File: src/psw_pkg.sv
// Package for the status word and bank select block.
// Assumes a 32-bit classic Wishbone register bus and a 200 MHz core clock.
package psw_pkg;
    // Register byte addresses
    localparam logic [3:0] OFS_STATUS_LOW = 4'h0;
    localparam logic [3:0] OFS_STATUS_HIGH = 4'h4;
    localparam logic [3:0] OFS_STATUS_WORD = 4'h8;
    localparam logic [3:0] OFS_MAP_VIEW = 4'hc;
    // Low byte field positions
    localparam int BIT_CARRY = 0;
    localparam int BIT_ZERO_CONST = 1;
    localparam int BIT_PARITY_OVF = 2;
    localparam int BIT_INT_ENABLE = 3;
    localparam int BIT_AUX_CARRY = 4;
    localparam int BIT_REG_SET = 5;
    localparam int BIT_ZERO = 6;
    localparam int BIT_SIGN = 7;
    // High byte field positions
    localparam int BIT_BANK_LOW = 4;
    localparam int BIT_BANK_HIGH = 6;
    localparam int BIT_USER = 7;
    // Writable bit masks and reset value
    localparam logic [7:0] LOW_WMASK = 8'hfd;
    localparam logic [7:0] HIGH_WMASK = 8'hf0;
    localparam logic [15:0] PSW_RESET = 16'h0000;
    // Logical register codes for remapping
    localparam logic [1:0] LREG_X = 2'h0;
    localparam logic [1:0] LREG_A = 2'h1;
    localparam logic [1:0] LREG_C = 2'h2;
    localparam logic [1:0] LREG_B = 2'h3;
    // Offset added to a logical register under the alternate set
    localparam logic [3:0] ALT_SET_OFS = 4'h4;
    // Reference classes for a register access
    typedef enum logic [1:0] {
        REF_ABSOLUTE,
        REF_NAMED,
        REF_IMPLIED,
        REF_INDEXED
    } ref_kind_e;
endpackage

File: src/status_word_bank_select.sv
// Status word flags, bank selector and register-set remapping of the core.
// Assumes one core clock, a synchronous reset and Wishbone classic registers.
// Operation
// - Interrupt enable clear: only non-maskable and unmasked macro requests accepted.
// - Interrupt enable set: maskable acceptance follows own mask and priority.
// - Enable instruction sets the flag; disable instruction or acknowledge clears it.
// - Aux carry follows carry out of or borrow into bit 3.
// - Decimal adjust after add or subtract uses aux carry as input.
// - Zero flag set when result is zero; offered to branches.
// - Sign flag copies result MSB; offered to branches.
// - Three-bit bank field selects one of eight banks in binary.
// - Select-bank instruction stores bank number into the bank field.
// - User flag changes only by program writes.
// - Remap applies to named, implied and index or base register uses.
// - Standard set maps A,X,B,C to 1,0,3,2; alternate to 5,4,7,6.
// - Other register references ignore the register-set bit.
// - Register-set bit is low byte bit 5, bit set and clear reach it.
// - Sixteen-bit word, accessed as high and low byte and per flag.
// - Reset clears the whole word.
// - Word pushed on vectored interrupt or break, restored on return.
module status_word_bank_select
    import psw_pkg::*;
#(
    parameter int N_IRQ = 8
) (
    // Clock and reset
    input wire logic clk_i,
    input wire logic rst_i,
    // Wishbone slave
    input wire logic wb_cyc_i,
    input wire logic wb_stb_i,
    input wire logic wb_we_i,
    input wire logic [3:0] wb_adr_i,
    input wire logic [3:0] wb_sel_i,
    input wire logic [31:0] wb_dat_i,
    output logic [31:0] wb_dat_o,
    output logic wb_ack_o,
    // Instruction strobes
    input wire logic ei_instr_i,
    input wire logic di_instr_i,
    input wire logic sel_bank_i,
    input wire logic [2:0] sel_bank_num_i,
    input wire logic bit_op_i,
    input wire logic bit_set_i,
    input wire logic bit_high_i,
    input wire logic [2:0] bit_pos_i,
    input wire logic byte_we_i,
    input wire logic byte_high_i,
    input wire logic [7:0] byte_data_i,
    // Arithmetic results
    input wire logic sz_we_i,
    input wire logic wide_i,
    input wire logic [15:0] result_i,
    input wire logic ac_we_i,
    input wire logic sub_i,
    input wire logic [3:0] nib_a_i,
    input wire logic [3:0] nib_b_i,
    // Decimal adjust
    input wire logic dec_adj_i,
    input wire logic dec_sub_i,
    input wire logic [7:0] dec_val_i,
    output logic [7:0] dec_result_o,
    output logic dec_valid_o,
    // Save and restore
    input wire logic save_i,
    input wire logic restore_i,
    input wire logic [15:0] restore_data_i,
    output logic [15:0] saved_word_o,
    // Interrupt acceptance
    input wire logic nmi_req_i,
    input wire logic macro_req_i,
    input wire logic macro_mask_i,
    input wire logic [N_IRQ-1:0] irq_req_i,
    input wire logic [N_IRQ-1:0] irq_mask_i,
    input wire logic [N_IRQ-1:0] irq_high_prio_i,
    input wire logic int_ack_i,
    output logic nmi_accept_o,
    output logic macro_accept_o,
    output logic [N_IRQ-1:0] irq_grant_o,
    // Register remapping
    input wire logic [1:0] ref_kind_i,
    input wire logic [1:0] lreg_i,
    input wire logic [3:0] abs_reg_i,
    output logic [3:0] phys_reg_o,
    output logic [2:0] phys_bank_o,
    // Status view
    output logic [15:0] status_o,
    output logic zero_o,
    output logic sign_o
);
    import psw_pkg::*;

    if (N_IRQ < 1 || N_IRQ > 32) begin : g_bad_nirq
        $error("N_IRQ out of range");
    end

    function automatic logic [N_IRQ-1:0] first_set(input logic [N_IRQ-1:0] v);
        logic [N_IRQ-1:0] r;
        r = '0;
        for (int i = N_IRQ - 1; i >= 0; i--) begin
            if (v[i]) begin
                r = '0;
                r[i] = 1'b1;
            end
        end
        return r;
    endfunction

    function automatic logic aux_carry(input logic [3:0] a, input logic [3:0] b,
                                       input logic sub);
        logic [4:0] s;
        s = sub ? ({1'b0, a} - {1'b0, b}) : ({1'b0, a} + {1'b0, b});
        return s[4];
    endfunction

    function automatic logic [7:0] dec_adjust(input logic [7:0] v, input logic cy,
                                              input logic ac, input logic sub);
        logic [7:0] corr;
        corr = 8'h00;
        if (ac || v[3:0] > 4'h9) begin
            corr[3:0] = 4'h6;
        end
        if (cy || v > 8'h99) begin
            corr[7:4] = 4'h6;
        end
        return sub ? v - corr : v + corr;
    endfunction

    logic [7:0] low_r, low_nxt;
    logic [7:0] high_r, high_nxt;
    logic [15:0] saved_r, saved_nxt;
    logic [7:0] dec_r, dec_nxt;
    logic dec_valid_r, dec_valid_nxt;
    logic [3:0] phys_r, phys_nxt;
    logic [2:0] pbank_r, pbank_nxt;
    logic ack_r, ack_nxt;
    logic [31:0] rdat_r, rdat_nxt;
    logic wb_req, wb_wr;
    logic [N_IRQ-1:0] open_req, hi_req;

    assign wb_req = wb_cyc_i && wb_stb_i;
    assign wb_wr = wb_req && wb_we_i && ack_r && wb_sel_i[0];

    // Status word update, lowest priority applied first
    always_comb begin
        low_nxt = low_r;
        high_nxt = high_r;
        if (sz_we_i) begin
            low_nxt[BIT_ZERO] = wide_i ? (result_i == 16'h0000)
                                       : (result_i[7:0] == 8'h00);
            low_nxt[BIT_SIGN] = wide_i ? result_i[15] : result_i[7];
        end
        if (ac_we_i) begin
            low_nxt[BIT_AUX_CARRY] = aux_carry(nib_a_i, nib_b_i, sub_i);
        end
        if (ei_instr_i) begin
            low_nxt[BIT_INT_ENABLE] = 1'b1;
        end
        if (di_instr_i || int_ack_i) begin
            low_nxt[BIT_INT_ENABLE] = 1'b0;
        end
        if (sel_bank_i) begin
            high_nxt[BIT_BANK_HIGH:BIT_BANK_LOW] = sel_bank_num_i;
        end
        if (bit_op_i) begin
            if (bit_high_i) begin
                high_nxt[bit_pos_i] = HIGH_WMASK[bit_pos_i] ? bit_set_i : 1'b0;
            end else begin
                low_nxt[bit_pos_i] = LOW_WMASK[bit_pos_i] ? bit_set_i : 1'b0;
            end
        end
        if (byte_we_i) begin
            if (byte_high_i) begin
                high_nxt = byte_data_i & HIGH_WMASK;
            end else begin
                low_nxt = byte_data_i & LOW_WMASK;
            end
        end
        if (wb_wr && wb_adr_i == OFS_STATUS_LOW) begin
            low_nxt = wb_dat_i[7:0] & LOW_WMASK;
        end
        if (wb_wr && wb_adr_i == OFS_STATUS_HIGH) begin
            high_nxt = wb_dat_i[7:0] & HIGH_WMASK;
        end
        if (restore_i) begin
            low_nxt = restore_data_i[7:0] & LOW_WMASK;
            high_nxt = restore_data_i[15:8] & HIGH_WMASK;
        end
    end

    always_ff @(posedge clk_i) begin
        if (rst_i) begin
            low_r <= PSW_RESET[7:0];
            high_r <= PSW_RESET[15:8];
        end else begin
            low_r <= low_nxt;
            high_r <= high_nxt;
        end
    end

    // Save slot, decimal adjust and remap results
    always_comb begin
        saved_nxt = save_i ? {high_r, low_r} : saved_r;
        dec_valid_nxt = dec_adj_i;
        dec_nxt = dec_adj_i ? dec_adjust(dec_val_i, low_r[BIT_CARRY], low_r[BIT_AUX_CARRY],
                                         dec_sub_i) : dec_r;
        pbank_nxt = high_r[BIT_BANK_HIGH:BIT_BANK_LOW];
        case (ref_kind_i)
            REF_NAMED, REF_IMPLIED, REF_INDEXED: begin
                // Logical codes equal the standard-set register numbers
                phys_nxt = {2'b00, lreg_i} +
                           (low_r[BIT_REG_SET] ? ALT_SET_OFS : 4'h0);
            end
            default: phys_nxt = abs_reg_i;
        endcase
    end

    always_ff @(posedge clk_i) begin
        if (rst_i) begin
            saved_r <= PSW_RESET;
            dec_r <= 8'h00;
            dec_valid_r <= 1'b0;
            phys_r <= 4'h0;
            pbank_r <= 3'h0;
        end else begin
            saved_r <= saved_nxt;
            dec_r <= dec_nxt;
            dec_valid_r <= dec_valid_nxt;
            phys_r <= phys_nxt;
            pbank_r <= pbank_nxt;
        end
    end

    // Interrupt acceptance
    always_comb begin
        open_req = irq_req_i & ~irq_mask_i;
        hi_req = open_req & irq_high_prio_i;
        nmi_accept_o = nmi_req_i;
        macro_accept_o = macro_req_i && !macro_mask_i;
        irq_grant_o = '0;
        if (low_r[BIT_INT_ENABLE] && !nmi_req_i) begin
            irq_grant_o = first_set((hi_req != '0) ? hi_req : open_req);
        end
    end

    // Wishbone slave: ack one cycle after the request
    always_comb begin
        ack_nxt = wb_req && !ack_r;
        rdat_nxt = rdat_r;
        if (wb_req && !ack_r) begin
            case (wb_adr_i)
                OFS_STATUS_LOW: rdat_nxt = {24'h000000, low_r};
                OFS_STATUS_HIGH: rdat_nxt = {24'h000000, high_r};
                OFS_STATUS_WORD: rdat_nxt = {16'h0000, high_r, low_r};
                OFS_MAP_VIEW: rdat_nxt = {25'h0000000, pbank_r, phys_r};
                default: rdat_nxt = 32'h00000000;
            endcase
        end
    end

    always_ff @(posedge clk_i) begin
        if (rst_i) begin
            ack_r <= 1'b0;
            rdat_r <= 32'h00000000;
        end else begin
            ack_r <= ack_nxt;
            rdat_r <= rdat_nxt;
        end
    end

    assign wb_ack_o = ack_r;
    assign wb_dat_o = rdat_r;
    assign status_o = {high_r, low_r};
    assign zero_o = low_r[BIT_ZERO];
    assign sign_o = low_r[BIT_SIGN];
    assign saved_word_o = saved_r;
    assign dec_result_o = dec_r;
    assign dec_valid_o = dec_valid_r;
    assign phys_reg_o = phys_r;
    assign phys_bank_o = pbank_r;
endmodule

File: config.mk
export PLATFORM = sky130hd
export DESIGN_NAME = status_word_bank_select
export DESIGN_NICKNAME = d
export VERILOG_FILES = /design/src/psw_pkg.sv /design/src/status_word_bank_select.sv
export SDC_FILE = /design/constraint.sdc
export NUM_CORES = 1
export LEC_CHECK = 0
export BUFFER_PORTS_ARGS = -buffer_cell sky130_fd_sc_hd__buf_2
export CORE_AREA = 2 2 130 132
export CTS_BUF_LIST = sky130_fd_sc_hd__clkbuf_8
export DETAILED_ROUTE_END_ITERATION = 12
export DIE_AREA = 0 0 132 134
export PLACE_DENSITY = 0.59
export SYNTH_ARGS = -nofsm -noshare
export SYNTH_HDL_FRONTEND = slang
export SYNTH_SLANG_ARGS = --single-unit
export TNS_END_PERCENT = 10
File: constraint.sdc
create_clock -name clk_i -period 3.1 [get_ports clk_i]
set_input_delay 0.155 -clock clk_i [delete_from_list [all_inputs] [get_ports clk_i]]
set_output_delay 0.155 -clock clk_i [all_outputs]
set_load 0.005 [all_outputs]
==> results of run 1 <==
cell families (layout without fill, tap and decap cells):
family                     count (synthesis)  count (layout)  synth area share, %
AOI/OAI and AO/OA                        115             115                 21.0
muxes                                     36              36                 9.23
DFF                                       65              65                 32.6
xor gates and xnor gates                   3               3                0.657
buffers and inverters                     64             244                 7.92
other                                      1              16               0.0938
and+or+nand+nor                          186             186                 24.4
adders and majority gates                 13              13                 4.07
routing by layer:
layer / vias to the layer above / track usage [%]
met2: 192 / 25.1
met5: - / 0
met1: 1918 / 21.4
li1: 2107 / -
met3: 19 / 3.10
met4: 0 / 5.74
area by class of cell:
cell class,instances,area (sq um),share of cell area [%]
clock buffers,10,138,2.59
well taps,220,275,5.18
flip-flops and latches,65,1300,24.5
inverters,22,82.6,1.55
repair buffers,207,1050,19.8
multi-input cells,369,2440,45.8
clock inverters,5,32.5,0.612
power by group through the flow:
stage / clock network, uW / registers, uW / logic, uW
6_report: 670 / 914 / 483
5_1_grt: 727 / 921 / 544
4_1_cts: 697 / 916 / 485
3_5_place_dp: 0 / 936 / 482
3_3_place_gp: 0 / 935 / 479
2_1_floorplan: 0 / 926 / 286
flip-flops by register name, indices dropped and copies added (netlist names):
name          cells
phys_bank_o       3
phys_reg_o        4
wb_dat_o         16
wb_ack_o          1
saved_word_o     16
dec_valid_o       1
dec_result_o      8
high_r            8
low_r             8
worst max-delay path, cell delays in order (launching register included):
cell and delay, ns:
sky130_fd_sc_hd__dfxtp_1 0.40, sky130_fd_sc_hd__or2_2 0.38, sky130_fd_sc_hd__ha_1 0.29, sky130_fd_sc_hd__inv_1 0.05, sky130_fd_sc_hd__o21ai_0 0.07, sky130_fd_sc_hd__ha_1 0.38, sky130_fd_sc_hd__and3_1 0.18, sky130_fd_sc_hd__a21oi_1 0.05
sky130_fd_sc_hd__a2111o_1 0.41, sky130_fd_sc_hd__nand3_1 0.06
worst max path at each step:
| stage | slack, ns | cells past startpoint | end | startpoint |
|---|---|---|---|---|
| 3_5_place_dp | 0.57 | 12 | dec_result_o[7] | dec_val_i[2] |
| 3_3_place_gp | 0.60 | 12 | dec_result_o[7] | dec_val_i[2] |
| 4_1_cts | 0.76 | 9 | dec_result_o[7] | low_r[4] |
| 6_report | 0.78 | 9 | dec_result_o[7] | low_r[4] |
| 2_1_floorplan | 0.85 | 11 | dec_result_o[7] | dec_val_i[2] |
| 5_1_grt | 0.67 | 9 | dec_result_o[7] | low_r[4] |
stage by stage:
| stage | total power, uW | instances | instance area [sq um] | setup WS [ns] | utilization, % |
|---|---|---|---|---|---|
| after floorplan | 1210 | 498 | 4050 | 0.851 | - |
| after global placement | 1410 | 882 | 5140 | 0.597 | 31.5 |
| after detailed placement | 1420 | 882 | 5140 | 0.570 | 31.5 |
| after CTS | 2100 | 898 | 5320 | 0.762 | 32.7 |
| after global routing | 2190 | 898 | 5320 | 0.666 | 32.7 |
| final | 2070 | 898 | 5320 | 0.783 | 32.7 |
cells in the final DEF (no fill, tap or decap), types with 4 or more instances in the layout:
| cell type | Yosys | layout |
|---|---|---|
| sky130_fd_sc_hd__a211o_1 | 5 | 5 |
| sky130_fd_sc_hd__a21o_2 | 6 | 6 |
| sky130_fd_sc_hd__a21oi_1 | 32 | 32 |
| sky130_fd_sc_hd__a221oi_1 | 16 | 16 |
| sky130_fd_sc_hd__and3b_1 | 7 | 7 |
| sky130_fd_sc_hd__buf_2 | 4 | 201 |
| sky130_fd_sc_hd__buf_4 | 19 | 5 |
| sky130_fd_sc_hd__clkbuf_8 | 0 | 10 |
| sky130_fd_sc_hd__conb_1 | 1 | 16 |
| sky130_fd_sc_hd__dfxtp_1 | 65 | 65 |
| sky130_fd_sc_hd__ha_1 | 13 | 13 |
| sky130_fd_sc_hd__inv_1 | 22 | 22 |
| sky130_fd_sc_hd__mux2_2 | 7 | 7 |
| sky130_fd_sc_hd__mux2i_1 | 29 | 29 |
| sky130_fd_sc_hd__nand2_1 | 27 | 27 |
| sky130_fd_sc_hd__nand2b_1 | 7 | 7 |
| sky130_fd_sc_hd__nand3_1 | 19 | 19 |
| sky130_fd_sc_hd__nor2_1 | 60 | 60 |
| sky130_fd_sc_hd__nor2b_1 | 10 | 10 |
| sky130_fd_sc_hd__nor3_1 | 18 | 18 |
| sky130_fd_sc_hd__nor3b_1 | 4 | 4 |
| sky130_fd_sc_hd__o21a_1 | 7 | 7 |
| sky130_fd_sc_hd__o21ai_0 | 16 | 16 |
| sky130_fd_sc_hd__o31ai_1 | 4 | 4 |
==> out/metrics.csv, run 1 <==
metric,value,unit
share of the synthesized area in the top cell type,32.6,%
Worst Min Path Start,abs_reg_i[3],
buffers inserted by post-CTS timing repair,0,
number of pins exceeding their max-slew limit in the final report,0,
clk sink count,65,
vias per inst,4.72,
CTS hold repair buffers,1,
reg2reg path depth,9,
count of filler cells inserted in the layout,1796,
sum of met2 wire segment lengths after detailed routing,6360,um
combinational fraction of design power,23.4,%
number of nets at the end of the flow,846,
"Async S/R FF share, synth",0,%
#FFs+latches synth,65,
global-route wire length before repair,21900,um
Relative slew margins,32.1,%
Hold/Removal Path Class,input pin to flop,
Total Neg Setup Slack,0,ns
share of synthesized area occupied by flip-flops and latches,32.6,%
total overflow reported by the global router,0,
DR WL/cell,15.7,um
flop-to-flop setup slack,0.78,ns
TritonCTS clock tree,done,
Pleak,0.00258,uW
wire length on met1,6610,um
power density over the cells,389,mW/mm^2
Starting Density,24.5,%
DRC violation count after routing,0,
"Cell Area, Synth",0.00400,sq mm
setup repair after global routing missed its margin,false,
number of standard cells after synthesis,483,
Vias,4236,
max-cap violation count,0,
Die Y,134,um
most frequent cell after synthesis,sky130_fd_sc_hd__dfxtp_1,
Worst-Skew Late Latency,0.36,ns
largest net degree at the start of global routing,41,
last weighted congestion value of the routability-driven placer,0.835,
Max H-tree Level,3,
"Period Utilization, post-route",74.7,%
startpoint types,flop,
area delta synth->final,33.1,%
number of detailed-routing iterations run before antenna repair,5,
final setup violation count,0,
Final HPWL DP,11000,um
number of standard-cell rows in the floorplan,47,
antenna violations before repair,0,
required time at the endpoint of the critical path,3.40,ns
number of global-route vias before repair,3961,
commonest register cell after synthesis,sky130_fd_sc_hd__dfxtp_1,
crit-path max FO,6,
Synth Warn #,0,
TritonCTS Buffers,9,
list of most frequent post-synthesis cells,"sky130_fd_sc_hd__dfxtp_1, sky130_fd_sc_hd__nor2_1, sky130_fd_sc_hd__a21oi_1, sky130_fd_sc_hd__mux2i_1, sky130_fd_sc_hd__nand2_1",
number of flops mapped to enable cells by yosys,0,
FMAX,432,MHz
beginning of the worst register-to-register path,low_r[4],
number of unique standard cell types used by synthesis,62,
total die area,0.0177,sq mm
internal power component,1410,uW
Worst Hold Margin,0.0224,ns
core region area,0.0163,sq mm
outcome,completed,
input/output buffers,201,
share of total power in the clock network,32.4,%
final wirelength,14100,um
uppermost layer routed,met4,
top cells by area in the synthesized netlist,"sky130_fd_sc_hd__dfxtp_1, sky130_fd_sc_hd__mux2i_1, sky130_fd_sc_hd__nor2_1",
iteration-0 DRC count of the detailed router,170,
Root Buffer Master,sky130_fd_sc_hd__clkbuf_8,
portion of total power attributed to sequential cells,44.2,%
mean instance size in the synthesized netlist,8.28,sq um
type of the setup path with the least slack,flop to flop,
Worst Clk Skew,0.0135,ns
number of cells upsized or downsized after cts,0,
die boundary width,132,um
total routing usage reported by global routing,15.8,%
Worst Hold Path Cells,2,
destination of the worst hold path,phys_reg_o[3],
arrival time worst endpoint,2.62,ns
clock tree buffer depth,2,
routed length on met3,873,um
# IOs,252,
worst IR drop on VDD,0.000143,V
antenna violation net count after detailed routing,0,
switching fraction of total power,32.0,%
transition time at the pin with the least slew margin,1.02,ns
R2R Path End,dec_result_o[7],
ant diodes,0,
final count of hold timing violations,0,
fin crit period,2.32,ns
ratio of cells with drive above 1 in the final layout,36.1,%
Critical Path End Type,flop,
Worst-path clk slew,0.08,ns
cell accounting for the most synthesized area,sky130_fd_sc_hd__dfxtp_1,
Net Switching,661,uW
Note: power is estimated with default switching activity, not from simulation.
==> run 2, diff against run 1 <==
Clock period 3.1 ns to 2.2 ns, I/O delays scaled along.
==> run 2 against run 1 <==
  * Sequential cell count is the same
  * Sequential power grew 41%
  * Via count is 1.1% higher
  * Wire length increased by 1.7%
  * First-iteration DRC count shrank 16%
==> out/metrics.csv, run 2 (synthesis gave the netlist of run 1 again) <==
metric,value,unit
setup repair after global routing missed its margin,false,
Pleak,0.00271,uW
flop-to-flop setup slack,0.14,ns
ratio of cells with drive above 1 in the final layout,36.9,%
Worst Hold Margin,0.0399,ns
Critical Path End Type,flop,
startpoint types,flop,
number of nets at the end of the flow,874,
worst IR drop on VDD,0.000246,V
largest net degree at the start of global routing,36,
Worst Setup SP,low_r[4],
max-cap violation count,0,
final setup violation count,0,
total die area,0.0177,sq mm
last weighted congestion value of the routability-driven placer,0.828,
area delta synth->final,39.5,%
number of standard-cell rows in the floorplan,47,
clock tree buffer depth,2,
Worst Clk Skew,0.0135,ns
Starting Density,24.5,%
iteration-0 DRC count of the detailed router,143,
DRC violation count after routing,0,
"commonest non-fill, non-tap cell in the layout",sky130_fd_sc_hd__buf_2,
number of global-route vias before repair,4073,
number of pins exceeding their max-slew limit in the final report,0,
crit-path max FO,3,
final count of hold timing violations,0,
final wirelength,14300,um
"commonest cells after routing, fill and taps aside","sky130_fd_sc_hd__buf_2, sky130_fd_sc_hd__dfxtp_1, sky130_fd_sc_hd__nor2_1, sky130_fd_sc_hd__a21oi_1, sky130_fd_sc_hd__mux2i_1",
Worst-path clk slew,0.09,ns
fin crit period,2.06,ns
input/output buffers,201,
Worst-Skew Late Latency,0.36,ns
core region area,0.0163,sq mm
Vias,4283,
Final HPWL DP,11200,um
transition time at the pin with the least slew margin,0.536,ns
crit path capture,dec_result_o[7],
TritonCTS Buffers,9,
Final Util,34.2,%
die boundary width,132,um
Hold/Removal Path Class,input pin to flop,
required time at the endpoint of the critical path,2.51,ns
arrival time worst endpoint,2.37,ns
Relative slew margins,64.2,%
vias per inst,4.62,
DR WL/cell,15.5,um
R2R Path End,dec_result_o[7],
beginning of the worst register-to-register path,low_r[4],
FMAX,486,MHz
Die Y,134,um
number of detailed-routing iterations run before antenna repair,4,
global-route wire length before repair,22000,um
TritonCTS clock tree,done,
clk sink count,65,
Max H-tree Level,3,
"Period Utilization, post-route",93.6,%
outcome,completed,
type of the setup path with the least slack,flop to flop,
reg2reg path depth,9,
Root Buffer Master,sky130_fd_sc_hd__clkbuf_8,
antenna violation net count after detailed routing,0,
total routing usage reported by global routing,16.0,%
# IOs,252,
total overflow reported by the global router,0,
power density over the cells,536,mW/mm^2
antenna violations before repair,1,
run 2: cell count changes in the layout (fill, tap and decap cells not counted), sizes merged:
| cell | change |
|---|---|
| clkbuf | -1 |
| inv | +2 |
| dlygate4sd3 | +14 |
| buf | +14 |
| diode | +1 |
run 2: critical path: stages (launching register included):
cell,delay (ns)
sky130_fd_sc_hd__dfxtp_1,0.34
sky130_fd_sc_hd__or2_2,0.31
sky130_fd_sc_hd__ha_1,0.27
sky130_fd_sc_hd__inv_1,0.05
sky130_fd_sc_hd__o21ai_0,0.07
sky130_fd_sc_hd__ha_1,0.31
sky130_fd_sc_hd__and3_1,0.15
sky130_fd_sc_hd__a21oi_1,0.05
sky130_fd_sc_hd__a2111o_1,0.40
sky130_fd_sc_hd__nand3_1,0.06
run 2: how the worst min path moves through the flow:
stage                  startpoint         endpoint  slack [ns]  cells past startpoint
6_report       restore_data_i[12]        high_r[4]        0.04                      3
5_1_grt                 lreg_i[0]    phys_reg_o[0]        0.05                      3
4_1_cts        restore_data_i[12]        high_r[4]        0.01                      3
3_5_place_dp         abs_reg_i[3]    phys_reg_o[3]        0.35                      2
3_3_place_gp         dec_val_i[0]  dec_result_o[0]        0.35                      3
2_1_floorplan        abs_reg_i[0]    phys_reg_o[0]        0.25                      2
run 2: through the flow:
step           total power (uW)  std cells  cell area, sq um  TNS, ns  worst slack [ns]
3_5_place_dp               2030        893              5230   -0.102            -0.102
5_1_grt                    3180        928              5580        0           0.00571
2_1_floorplan              1710        498              4060        0            0.0441
6_report                   2990        928              5580        0             0.142
4_1_cts                    3030        924              5550        0            0.0830
3_3_place_gp               2020        893              5230  -0.0769           -0.0769
run 2: per-layer routing:
layer	vias up	global-route usage (%)	wire, um
met5	-	0	0
met4	0	6.10	263
met3	20	3.44	898
met2	156	26.6	6620
met1	1948	20.2	6570
li1	2159	-	-
run 2: final cells by class:
cell class                 count  area, sq um
clock inverter                 7         53.8
sequential                    65         1300
clock buffer                   9          124
multi-input combinational    369         2440
tap                          220          275
timing repair buffer         235         1300
inverter                      22         82.6
antenna                        1         2.50
fill                        1785        10700
run 2: repair_timing:
action	CTS	global route
buffers inserted	0	3
hold buffers	15	0
hold endpoints to repair	14	0
gates resized for setup	0	1
endpoints found under the setup margin	0	3
run 2: power breakdown:
| group | switching, uW | internal, uW |
|---|---|---|
| clock network | 546 | 416 |
| logic | 376 | 364 |
| registers | 52.0 | 1240 |
